[config.mk]
export PLATFORM = sky130hd
export DESIGN_NAME = stepper_ctrl_end_flat
export DESIGN_NICKNAME = d
export VERILOG_FILES = /design/src/stepper_link_pkg.sv /design/src/stepper_link.sv /design/src/stepper_ctrl_end.sv /design/src/flat_wrapper.sv
export VERILOG_INCLUDE_DIRS = /design/src /design/src/src
export SDC_FILE = /design/constraint.sdc
export NUM_CORES = 1
export LEC_CHECK = 0
export ABC_AREA = 1
export BUFFER_PORTS_ARGS = -buffer_cell sky130_fd_sc_hd__buf_2
export CORE_MARGIN = 5
export CORE_UTILIZATION = 45
export CTS_BUF_LIST = sky130_fd_sc_hd__clkbuf_4 sky130_fd_sc_hd__clkbuf_8
export CTS_CLUSTER_SIZE = 24
export DETAILED_ROUTE_END_ITERATION = 7
export GPL_ROUTABILITY_DRIVEN = 0
export PLACE_DENSITY = 0.74
export SYNTH_ARGS = -nofsm -noshare
export SYNTH_HDL_FRONTEND = slang
export SYNTH_SLANG_ARGS = --single-unit
export TNS_END_PERCENT = 1
[constraint.sdc]
create_clock -name clk_in -period 4.1 [get_ports clk_in]
set_input_delay 0.615 -clock clk_in [delete_from_list [all_inputs] [get_ports clk_in]]
set_output_delay 0.615 -clock clk_in [all_outputs]
set_load 0.05 [all_outputs]
[src/stepper_link_cfg.svh]
// constants shared by the stepper pulse link ends
`ifndef STEPPER_LINK_CFG_SVH
`define STEPPER_LINK_CFG_SVH

`define SPL_CLK_MHZ          100
// controller register byte offsets
`define SPL_OFS_CTRL         4'h0
`define SPL_OFS_COUNT        4'h4
`define SPL_OFS_HALF         4'h8
`define SPL_OFS_STATUS       4'hc
// control register fields
`define SPL_CTRL_START       0
`define SPL_CTRL_DIR         1
`define SPL_CTRL_DUAL        2
`define SPL_CTRL_AWO         3
`define SPL_CTRL_SEL         4
`define SPL_CTRL_HOME        5
`define SPL_CTRL_STOP        6
// status register fields
`define SPL_STAT_BUSY        0
`define SPL_STAT_FAULT       1
`define SPL_STAT_HOME        2
`define SPL_STAT_SEL_PEND    3
`define SPL_STAT_SEL_PIN     4
// reset values
`define SPL_RST_HALF         24'h000032
// timing: 1 MHz at 50 % duty gives a 500 ns half period
`define SPL_MIN_HALF_NS      500
`define SPL_MIN_HALF_CYC     ((`SPL_MIN_HALF_NS * `SPL_CLK_MHZ + 999) / 1000)
// timing: 500 Hz gives a 1000 us half period
`define SPL_HOME_HALF_US     1000
`define SPL_HOME_HALF_CYC    (`SPL_HOME_HALF_US * `SPL_CLK_MHZ)
// fault lamp blink half period
`define SPL_BLINK_MS         250
`define SPL_BLINK_CYC        (`SPL_BLINK_MS * 1000 * `SPL_CLK_MHZ)
// base-step counts per excitation cycle (7.2 deg)
`define SPL_BASE_LEN_5PH     12'h00a
`define SPL_BASE_LEN_2PH     12'h004

`endif

[src/stepper_link_pkg.sv]
// types shared by the stepper pulse link ends
package stepper_link_pkg;

   typedef enum logic [2:0] {
      CTRL_IDLE = 3'b001,
      CTRL_LOW  = 3'b010,
      CTRL_HIGH = 3'b100
   } ctrl_state_t;

   typedef logic [11:0] excite_len_t;

   // microsteps per excitation cycle for each resolution switch position
   function automatic excite_len_t excite_cycle_len(
      input logic       five_phase,
      input logic [3:0] pos
   );
      excite_len_t len;
      len = 12'h00a;
      if (five_phase) begin
         case (pos)
            4'h0: len = 12'h00a;  4'h1: len = 12'h014;
            4'h2: len = 12'h019;  4'h3: len = 12'h028;
            4'h4: len = 12'h032;  4'h5: len = 12'h050;
            4'h6: len = 12'h064;  4'h7: len = 12'h0c8;
            4'h8: len = 12'h0fa;  4'h9: len = 12'h190;
            4'ha: len = 12'h1f4;  4'hb: len = 12'h320;
            4'hc: len = 12'h3e8;  4'hd: len = 12'h4e2;
            4'he: len = 12'h7d0;  default: len = 12'h9c4;
         endcase
      end else begin
         case (pos)
            4'h0: len = 12'h004;  4'h1: len = 12'h008;
            4'h2: len = 12'h010;  4'h3: len = 12'h014;
            4'h4: len = 12'h020;  4'h5: len = 12'h028;
            4'h6: len = 12'h040;  4'h7: len = 12'h064;
            4'h8: len = 12'h080;  4'h9: len = 12'h0c8;
            4'ha: len = 12'h100;  4'hb: len = 12'h190;
            4'hc: len = 12'h1f4;  4'hd: len = 12'h200;
            4'he: len = 12'h3e8;  default: len = 12'h400;
         endcase
      end
      return len;
   endfunction : excite_cycle_len

endpackage : stepper_link_pkg

[src/stepper_link.sv]
// isolated signal lines between motion controller and motor driver
`timescale 1ns/1ps
interface stepper_link;
   logic line_a;        // step pulse, or forward pulse in dual mode
   logic line_b;        // direction, or reverse pulse in dual mode
   logic windings_off;  // 1 = conducting = winding current removed
   logic step_select;   // 1 = basic step angle
   logic fault;         // 1 = conducting = no alarm
   logic phase_home;    // 1 = excitation at step 0

   modport controller (
      output line_a, line_b, windings_off, step_select,
      input  fault, phase_home
   );
   modport driver (
      input  line_a, line_b, windings_off, step_select,
      output fault, phase_home
   );
endinterface : stepper_link

[src/stepper_ctrl_end.sv]
// motion controller end: register port and pulse generation
//
// The implementer's own choices: the address-and-strobe port and the register offsets.
`timescale 1ns/1ps
`include "stepper_link_cfg.svh"
module stepper_ctrl_end #(
   parameter int HOME_HALF_CYC = `SPL_HOME_HALF_CYC
) (
   input  wire logic        clk_in,         // 100 MHz clock
   input  wire logic        rst_n_in,       // sync reset, low
   input  wire logic [3:0]  addr_in,        // register byte address
   input  wire logic [31:0] wdata_in,       // write data
   input  wire logic        wr_in,          // write strobe
   input  wire logic        rd_in,          // read strobe
   output logic      [31:0] rdata_out,      // read data, next cycle
   stepper_link.controller  link            // isolated lines
);

   localparam logic [23:0] MIN_HALF = 24'(`SPL_MIN_HALF_CYC);
   localparam logic [23:0] HOME_HALF = 24'(HOME_HALF_CYC);

   stepper_link_pkg::ctrl_state_t state_reg, state_next;
   logic [15:0] count_reg;
   logic [23:0] half_reg, timer_reg, eff_half;
   logic        dir_reg, dual_reg, awo_reg, sel_req_reg, home_reg;
   logic        sel_pin_reg, stop_reg;
   logic        a_reg, b_reg;
   logic [31:0] rdata_reg, rd_mux;
   logic [1:0]  s1_reg, s2_reg, s3_reg, filt_reg;
   logic        wr_ctrl, wr_count, wr_half, start, timer_done, busy;
   logic        sel_apply, last_step;

   // feedback lines from the driver; one means conducting
   always_ff @(posedge clk_in) begin
      if (!rst_n_in) begin
         s1_reg   <= 2'h0;
         s2_reg   <= 2'h0;
         s3_reg   <= 2'h0;
         filt_reg <= 2'h0;
      end else begin
         s1_reg   <= {link.phase_home, link.fault};
         s2_reg   <= s1_reg;
         s3_reg   <= s2_reg;
         filt_reg <= (s2_reg & ~(s2_reg ^ s3_reg))
                   | (filt_reg & (s2_reg ^ s3_reg));
      end
   end

   assign wr_ctrl  = wr_in && (addr_in == `SPL_OFS_CTRL);
   assign wr_count = wr_in && (addr_in == `SPL_OFS_COUNT);
   assign wr_half  = wr_in && (addr_in == `SPL_OFS_HALF);
   assign busy     = (state_reg != stepper_link_pkg::CTRL_IDLE);
   assign start    = wr_ctrl && wdata_in[`SPL_CTRL_START] && !busy
                     && (count_reg != 16'h0000);
   // the home output is only trustworthy at low rates
   assign eff_half = home_reg ? ((half_reg > HOME_HALF) ? half_reg
                                                        : HOME_HALF)
                              : ((half_reg > MIN_HALF) ? half_reg
                                                       : MIN_HALF);
   assign timer_done = (timer_reg >= eff_half - 24'h000001);
   assign last_step  = (count_reg == 16'h0001) || stop_reg;
   // angle changes wait for standstill at excitation step 0
   assign sel_apply  = !busy && filt_reg[1]
                       && (sel_req_reg != sel_pin_reg);

   always_comb begin
      state_next = state_reg;
      case (state_reg)
         stepper_link_pkg::CTRL_IDLE:
            if (start) state_next = stepper_link_pkg::CTRL_LOW;
         stepper_link_pkg::CTRL_LOW:
            if (timer_done) state_next = stop_reg
                               ? stepper_link_pkg::CTRL_IDLE
                               : stepper_link_pkg::CTRL_HIGH;
         stepper_link_pkg::CTRL_HIGH:
            if (timer_done) state_next = last_step
                               ? stepper_link_pkg::CTRL_IDLE
                               : stepper_link_pkg::CTRL_LOW;
         default:
            state_next = stepper_link_pkg::CTRL_IDLE;
      endcase
   end

   always_ff @(posedge clk_in) begin
      if (!rst_n_in) begin
         state_reg <= stepper_link_pkg::CTRL_IDLE;
         timer_reg <= 24'h000000;
      end else begin
         state_reg <= state_next;
         timer_reg <= (state_next != state_reg) ? 24'h000000
                                                : timer_reg + 24'h000001;
      end
   end

   always_ff @(posedge clk_in) begin
      if (!rst_n_in) begin
         count_reg   <= 16'h0000;
         half_reg    <= `SPL_RST_HALF;
         dir_reg     <= 1'b0;
         dual_reg    <= 1'b0;
         awo_reg     <= 1'b0;
         sel_req_reg <= 1'b0;
         home_reg    <= 1'b0;
         stop_reg    <= 1'b0;
         sel_pin_reg <= 1'b0;
      end else begin
         if (wr_count && !busy) count_reg <= wdata_in[15:0];
         else if (state_reg == stepper_link_pkg::CTRL_HIGH && timer_done)
            count_reg <= stop_reg ? 16'h0000 : count_reg - 16'h0001;
         if (wr_half) half_reg <= wdata_in[23:0];
         if (wr_ctrl && !busy) begin
            dir_reg  <= wdata_in[`SPL_CTRL_DIR];
            dual_reg <= wdata_in[`SPL_CTRL_DUAL];
            home_reg <= wdata_in[`SPL_CTRL_HOME];
         end
         if (wr_ctrl) begin
            awo_reg     <= wdata_in[`SPL_CTRL_AWO];
            sel_req_reg <= wdata_in[`SPL_CTRL_SEL];
         end
         if (wr_ctrl && wdata_in[`SPL_CTRL_STOP] && busy) stop_reg <= 1'b1;
         else if (!busy) stop_reg <= 1'b0;
         if (sel_apply) sel_pin_reg <= sel_req_reg;
      end
   end

   // pulse lines rest off at standstill; direction leads by half a period
   // and trails the last pulse by a cycle, so it never moves beside an edge
   always_ff @(posedge clk_in) begin
      if (!rst_n_in) begin
         a_reg <= 1'b0;
         b_reg <= 1'b0;
      end else begin
         a_reg <= (state_next == stepper_link_pkg::CTRL_HIGH)
                  && (!dual_reg || dir_reg);
         b_reg <= dual_reg
                  ? ((state_next == stepper_link_pkg::CTRL_HIGH) && !dir_reg)
                  : (((state_next != stepper_link_pkg::CTRL_IDLE) || a_reg)
                     && dir_reg);
      end
   end

   always_comb begin
      rd_mux = 32'h00000000;
      case (addr_in)
         `SPL_OFS_CTRL:   rd_mux = {25'h0000000, 1'b0, home_reg,
                                    sel_req_reg, awo_reg, dual_reg,
                                    dir_reg, 1'b0};
         `SPL_OFS_COUNT:  rd_mux = {16'h0000, count_reg};
         `SPL_OFS_HALF:   rd_mux = {8'h00, half_reg};
         `SPL_OFS_STATUS: rd_mux = {27'h0000000, sel_pin_reg,
                                    sel_req_reg != sel_pin_reg,
                                    filt_reg[1], ~filt_reg[0], busy};
         default:         rd_mux = 32'h00000000;
      endcase
   end

   always_ff @(posedge clk_in) begin
      if (!rst_n_in) rdata_reg <= 32'h00000000;
      else           rdata_reg <= rd_in ? rd_mux : 32'h00000000;
   end

   assign rdata_out         = rdata_reg;
   assign link.line_a       = a_reg;
   assign link.line_b       = b_reg;
   assign link.windings_off = awo_reg;
   assign link.step_select  = sel_pin_reg;

endmodule : stepper_ctrl_end

[src/flat_wrapper.sv]
// flat-port wrapper written by rule: the top's interface ports become plain ports
module stepper_ctrl_end_flat 
#(
   parameter int HOME_HALF_CYC = `SPL_HOME_HALF_CYC
)
  (clk_in, rst_n_in, addr_in, wdata_in, wr_in, rd_in, rdata_out, link_line_a, link_line_b, link_windings_off, link_step_select, link_fault, link_phase_home);
  stepper_link link_i ();
  input  wire logic clk_in;
  input  wire logic rst_n_in;
  input  wire logic [3:0] addr_in;
  input  wire logic [31:0] wdata_in;
  input  wire logic wr_in;
  input  wire logic rd_in;
  output logic      [31:0] rdata_out;
  output wire logic [$bits(link_i.line_a)-1:0] link_line_a;
  output wire logic [$bits(link_i.line_b)-1:0] link_line_b;
  output wire logic [$bits(link_i.windings_off)-1:0] link_windings_off;
  output wire logic [$bits(link_i.step_select)-1:0] link_step_select;
  input wire logic [$bits(link_i.fault)-1:0] link_fault;
  input wire logic [$bits(link_i.phase_home)-1:0] link_phase_home;
  assign link_line_a = link_i.line_a;
  assign link_line_b = link_i.line_b;
  assign link_windings_off = link_i.windings_off;
  assign link_step_select = link_i.step_select;
  assign link_i.fault = link_fault;
  assign link_i.phase_home = link_phase_home;
  stepper_ctrl_end #(.HOME_HALF_CYC(HOME_HALF_CYC)) u_core (.clk_in(clk_in), .rst_n_in(rst_n_in), .addr_in(addr_in), .wdata_in(wdata_in), .wr_in(wr_in), .rd_in(rd_in), .rdata_out(rdata_out), .link(link_i));
endmodule
==> flow_summary.ini, run 1 <==
[clock_network]
root_buffer = clkbuf_8
cts_hold_buf = 0
cts_buffer_depth = 2
cts_htree_levels = 3
cts_tree = done
clk_pin_slew_ns = 0.12
cts_sinks = 108
cts_made_buffers = 9
clk_latency_ns = 0.38

[drt]
drtAntennaViolNets = 0
wire_per_inst_microns = 13.3
via_per_inst = 5.06
drtIter0Drc = 411
routed_wl_microns = 15400
drcViolationCount = 0
via_count = 5843
drtPass1Iterations = 5

[critical_path]
crit_path_end_kind = flop
cp_max_fo = 24
slowest_stage = dfxtp_2
critPathRequiredTime_ns = 4.37
r2r_start = u_core.half_reg[14]$_SDFFE_PN0P_
criticalPathCategory = reg2reg
crit_top_cell = nand2_1
crit_arrival_ns = 4.03
cp-start-kind = flop
crit_path_max_incr_delay_ns = 0.36
startpoint = u_core.half_reg[14]$_SDFFE_PN0P_

[yosys]
ys_top_cells_by_area = dfxtp_1, nand2_1, inv_1, ha_1, nor2_1
yosysTopAreaCellShare_pct = 34.7
yosys-top-cells-count = nand2_1, dfxtp_1, inv_1
yosysMostFrequentCell = nand2_1
async_reset_ff_share_pct = 0
netlist_area_sq_um = 6230
ys_seq_elements = 108
seq_area_frac_synth_pct = 34.7
synth.distinct_cells = 45
yosysWarnings = 0
synth_cells = 901
syn_area_per_cell_sq_um = 6.92
synth-main-ff-cell = dfxtp_1
synth_top_area_cell = dfxtp_1
synth-edff-count = 0

[power_and_ir_drop]
seqPwrFrac_pct = 54.0
power_density_nw_per_um2 = 283
p_clk_share_pct = 32.2
intPower_mw = 1.41
p_sw_share_pct = 29.6
p_comb_share_pct = 13.8
leakage_nw = 3.20
vdd_ir_drop_max_mv = 0.178
power_switching_mw = 0.594

[global_route]
antenna_found_initial = 0
grt_max_degree = 42
grt_pass1_vias = 5537
grt_overflow = 0
track_usage_pct = 19.0
grt_pass1_wl_microns = 25700

[layout]
drive_gt1_share_pct = 18.4
final_cells = 1155
antenna_cells = 0
syn_to_final_growth_pct = 13.9
fin_nets = 1040
final_area_sq_um = 7100
nFillCells = 1341

[worst_hold_path]
min-delay-path-class = in2reg
hold_path.startpoint = link_phase_home

[floorplan]
rows = 43
io_pins = 78
initial_core_util_pct = 45.4
core_area_sq_um = 13700
die_h_microns = 128
die_area_sq_um = 16300
die_x_microns = 128

[status]
status = complete, no violations

[timing]
fin_skew_ns = 0.0201
finalMaxSlewViolations = 0
worst_slew_pin_slew_ns = 0.967
period_needed_ns = 3.76
setup_violations = 0
final-hold-violation-count = 0
rsz0062_at_grt = true
fin_crit_sh_pct = 91.7
fmax_mhz = 266
slew_headroom_pct = 35.4

[job]
maxCapViolations = 0

[placed_design]
dp.cells = 1138
post_dp_cell_area_sq_um = 6780
io_buffer_count = 61
hpwl_microns = 11800
-- worst max-delay path: cells and delay by family, from the launching register on --
kind,cells,cell delay (ns)
and+or+nand+nor,24,2.44
adders and majority gates,2,0.49
buffers and inverters,2,0.32
DFF,1,0.36
-- cells in the final DEF, fill, tap and decap left out, drive strengths merged, types with 20 or more instances in the layout --
cell	n
a21oi	57
inv	118
nand4	20
dfxtp	108
nand3	50
o21ai	43
nand2	222
ha	28
nor3	29
buf	82
nor2	117
xor2	23
-- layout make-up --
class	count	area (sq um)	area share [%]
Clock buffer	10	138	1.94
Tap cell	180	225	3.17
Timing Repair Buffer	82	492	6.93
Clock inverter	6	53.8	0.758
Multi-Input combinational cell	653	3580	50.5
Inverter	116	439	6.19
Sequential cell	108	2170	30.6
-- power by group through the flow --
stage	Clock [mW]	Combinational (mW)	Sequential [mW]
2_1_floorplan	0	0.195	1.10
3_5_place_dp	0	0.264	1.10
5_1_grt	0.700	0.315	1.08
3_3_place_gp	0	0.260	1.10
6_report	0.646	0.278	1.08
4_1_cts	0.661	0.266	1.08
-- worst paths after layout --
kind                                endpoint  slack (ns)  cells after the start
max          u_core.timer_reg[18]$_SDFF_PP0_        0.34                     28
min              u_core.s1_reg[1]$_SDFF_PN0_        0.41                      3
max reg2reg  u_core.timer_reg[18]$_SDFF_PP0_        0.34                     28
min reg2reg      u_core.s2_reg[1]$_SDFF_PN0_        0.43                      2
-- layer usage --
metal | routed length, microns | GRT usage (%) | part of all wire (%) | vias up
met4 | 226 | 4.68 | 1.5 | 0
li1 | - | - | - | 3030
met1 | 6940 | 25.1 | 45 | 2641
met5 | 0 | 0 | 0 | -
met2 | 7320 | 32.3 | 48 | 150
met3 | 867 | 3.38 | 5.6 | 22
-- cell families after synthesis --
| logic type | share of synthesized area [%] |
|---|---|
| fa+ha+maj | 5.62 |
| xor+xnor | 5.34 |
| flops | 34.7 |
| buf+inv | 9.98 |
| compound gates | 11.9 |
| other cells | 0.0602 |
| simple gates | 32.4 |
-- through the flow --
| step | worst slack [ns] | setup TNS [ns] | util (%) | total power, mW | hold WS, ns |
|---|---|---|---|---|---|
| 6_report | 0.340 | 0 | 51.7 | 2.00 | 0.406 |
| 5_1_grt | -0.0323 | -0.0982 | 51.7 | 2.10 | 0.395 |
| 4_1_cts | 0.0868 | 0 | 50.8 | 2.01 | 0.391 |
| 3_5_place_dp | 0.141 | 0 | 49.4 | 1.37 | 0.406 |
| 3_3_place_gp | 0.190 | 0 | 49.4 | 1.36 | 0.393 |
| 2_1_floorplan | 0.461 | 0 | - | 1.30 | 0.390 |
-- repair_timing --
action                     CTS  global route
setup endpoints to repair    0            42
buffers inserted             0             1
gates resized for setup      0            35
No activity file was read; power rests on OpenSTA's default activity.
==> run 2, diff against run 1 <==
--- a/config.mk
+++ b/config.mk
@@ -6,7 +6,7 @@
 export SDC_FILE = /design/constraint.sdc
 export NUM_CORES = 1
 export LEC_CHECK = 0
-export ABC_AREA = 1
+export ABC_AREA = 0
 export BUFFER_PORTS_ARGS = -buffer_cell sky130_fd_sc_hd__buf_2
 export CORE_MARGIN = 5
 export CORE_UTILIZATION = 45
@@ -14,7 +14,7 @@
 export CTS_CLUSTER_SIZE = 24
 export DETAILED_ROUTE_END_ITERATION = 7
 export GPL_ROUTABILITY_DRIVEN = 0
-export PLACE_DENSITY = 0.74
+export PLACE_DENSITY = 0.75
 export SYNTH_ARGS = -nofsm -noshare
 export SYNTH_HDL_FRONTEND = slang
 export SYNTH_SLANG_ARGS = --single-unit
==> run 2 against run 1 <==
Effect of this change: the run now ends with negative setup slack left; critical path depth down 8; clock-buffer cell count shrank 1; non-clock buffer count is 51 higher; synthesized cell count decreased by 21%; critical path type unchanged; highest routed layer unchanged.
==> flow_summary.ini, run 2 <==
[status]
status = complete, but fails checks
violations = negative setup slack

[layout]
layout_common_cells = dfxtp_1, nand2_1, nor2_1
syn_to_final_growth_pct = 21.6
drive_gt1_share_pct = 23.0
nFillCells = 1153
final_cells = 995
fin_nets = 888
antenna_cells = 0
layout_commonest_cell = dfxtp_1

[drt]
wire_per_inst_microns = 14.8
drtPass1Iterations = 5
drtAntennaViolNets = 0
routed_wl_microns = 14700
via_count = 5380
drcViolationCount = 0
drtIter0Drc = 324
via_per_inst = 5.41

[global_route]
antenna_found_initial = 0
track_usage_pct = 20.1
grt_pass1_vias = 5069
grt_max_degree = 28
grt_overflow = 0
grt_pass1_wl_microns = 24200

[yosys]
synth_cells = 709
async_reset_ff_share_pct = 0
synth-main-ff-cell = dfxtp_1
seq_area_frac_synth_pct = 37.8
syn_area_per_cell_sq_um = 8.07
synth_top_area_cell = dfxtp_1
yosysWarnings = 0
yosysTopAreaCellShare_pct = 37.8
yosys-top-cells-count = dfxtp_1, nand2_1, nor2_1
synth.distinct_cells = 71
netlist_area_sq_um = 5720
ys_top_cells_by_area = dfxtp_1, nand2_1, ha_1, nor2_1, a21oi_1
synth-edff-count = 0
yosysMostFrequentCell = dfxtp_1
ys_seq_elements = 108

[timing]
worst_slew_pin_slew_ns = 0.954
period_needed_ns = 4.57
fmax_mhz = 219
fin_skew_ns = 0.0251
slew_headroom_pct = 36.3
setup_violations = 45
setup_ws_ns = -0.466
rsz0062_at_grt = true
final-hold-violation-count = 0
finalMaxSlewViolations = 0
fin_crit_sh_pct = 111

[floorplan]
core_area_sq_um = 12600
io_pins = 78
die_x_microns = 123
initial_core_util_pct = 45.5
rows = 41
die_h_microns = 123
die_area_sq_um = 15100

[critical_path]
crit_path_end_kind = flop
criticalPathCategory = reg2reg
cp-start-kind = flop
cp_max_fo = 4
critPathRequiredTime_ns = 4.39
crit_arrival_ns = 4.86

[placed_design]
io_buffer_count = 61
hpwl_microns = 11200
dp.cells = 972
place_ws_ns = -0.450

[clock_network]
cts_sinks = 108
cts_made_buffers = 9
cts_tree = done
cts_hold_buf = 0
cts_buffer_depth = 2
clk_pin_slew_ns = 0.11
root_buffer = clkbuf_8
cts_htree_levels = 3
clk_latency_ns = 0.41

[power_and_ir_drop]
power_density_nw_per_um2 = 276
vdd_ir_drop_max_mv = 0.193
leakage_nw = 2.89

[job]
maxCapViolations = 0

[worst_hold_path]
min-delay-path-class = in2reg
[run 2: cell types whose count changed in the layout (fill, tap and decap cells not counted), sizes merged, moves of 18 or more]
cell	change
nor2	-28
buf	+51
nand3	-20
and2	+18
nand2	-118
inv	-100
[run 2: metal layers]
layer | vias up | GRT usage, % | wire length, microns
li1 | 2686 | - | -
met3 | 35 | 3.55 | 760
met4 | 0 | 9.31 | 403
met2 | 150 | 33.2 | 7120
met5 | - | 0 | 0
met1 | 2509 | 25.6 | 6420
[run 2: what timing repair did]
| action | in CTS | in global routing |
|---|---|---|
| buffers inserted | 6 | 1 |
| pin swaps | 16 | 15 |
| gates resized for setup | 12 | 10 |
| endpoints found under the setup margin | 45 | 45 |
[run 2: cell type report]
type / count / area (sq um) / share of cell area, %
clock inverters: 7 / 70.1 / 1.01
repair buffers: 133 / 871 / 12.5
well taps: 172 / 215 / 3.09
clock buffers: 9 / 124 / 1.78
flip-flops and latches: 108 / 2170 / 31.1
inverters: 15 / 56.3 / 0.809
multi-input cells: 551 / 3460 / 49.7
[run 2: logic make-up after synthesis]
group	synth area share, %
flip-flops	37.8
adder cells (fa/ha/maj)	6.12
AO/OA/AOI/OAI	17.3
AND/OR/NAND/NOR	26.3
buffers and inverters	4.57
multiplexers	1.82
other	0.0655
XOR/XNOR	6.12
[run 2: path summary, 6_finish.rpt]
path | depth (start not counted) | slack (ns) | from | to
setup / recovery | 20 | -0.47 | u_core.half_reg[8]$_SDFFE_PN0P_ | u_core.link.line_a$_SDFF_PN0_
hold / removal | 2 | 0.42 | link_fault | u_core.s1_reg[0]$_SDFF_PN0_
hold reg to reg | 1 | 0.44 | u_core.s1_reg[1]$_SDFF_PN0_ | u_core.s2_reg[1]$_SDFF_PN0_
setup reg to reg | 20 | -0.47 | u_core.half_reg[8]$_SDFFE_PN0P_ | u_core.link.line_a$_SDFF_PN0_
[run 2: worst max-delay path, cell delays in order, from the launching register on]
cell       delay (ns)
dfxtp_2          0.37
buf_4            0.11
inv_1            0.03
a2111o_1         0.46
o2111ai_4        0.27
nand3_2          0.11
or2_4            0.28
or4b_4           0.51
xor2_1           0.16
ha_1             0.29
nand4_1          0.17
buf_4            0.14
buf_4            0.10
nor2_1           0.04
a22oi_1          0.17
o211ai_1         0.12
buf_4            0.18
nor2_1           0.25
mux2_2           0.40
and2_1           0.17
a21boi_1         0.12
[run 2: power by group]
part | switching [mW] | internal [mW]
logic | 0.131 | 0.0805
registers | 0.0103 | 1.06
clock network | 0.402 | 0.238
[run 2: through the flow]
step                      area [sq um]  power, mW  hold WS [ns]  utilization, %  setup TNS (ns)
after floorplan                   5820       1.23         0.412               -          -13.21
after global placement            6620       1.29         0.413            52.7          -13.00
after detailed placement          6620       1.30         0.418            52.7          -15.51
after CTS                         6910       1.93         0.395            55.0          -15.78
after global routing              6960       2.01         0.398            55.4          -27.94
final                             6960       1.92         0.418            55.4          -16.29
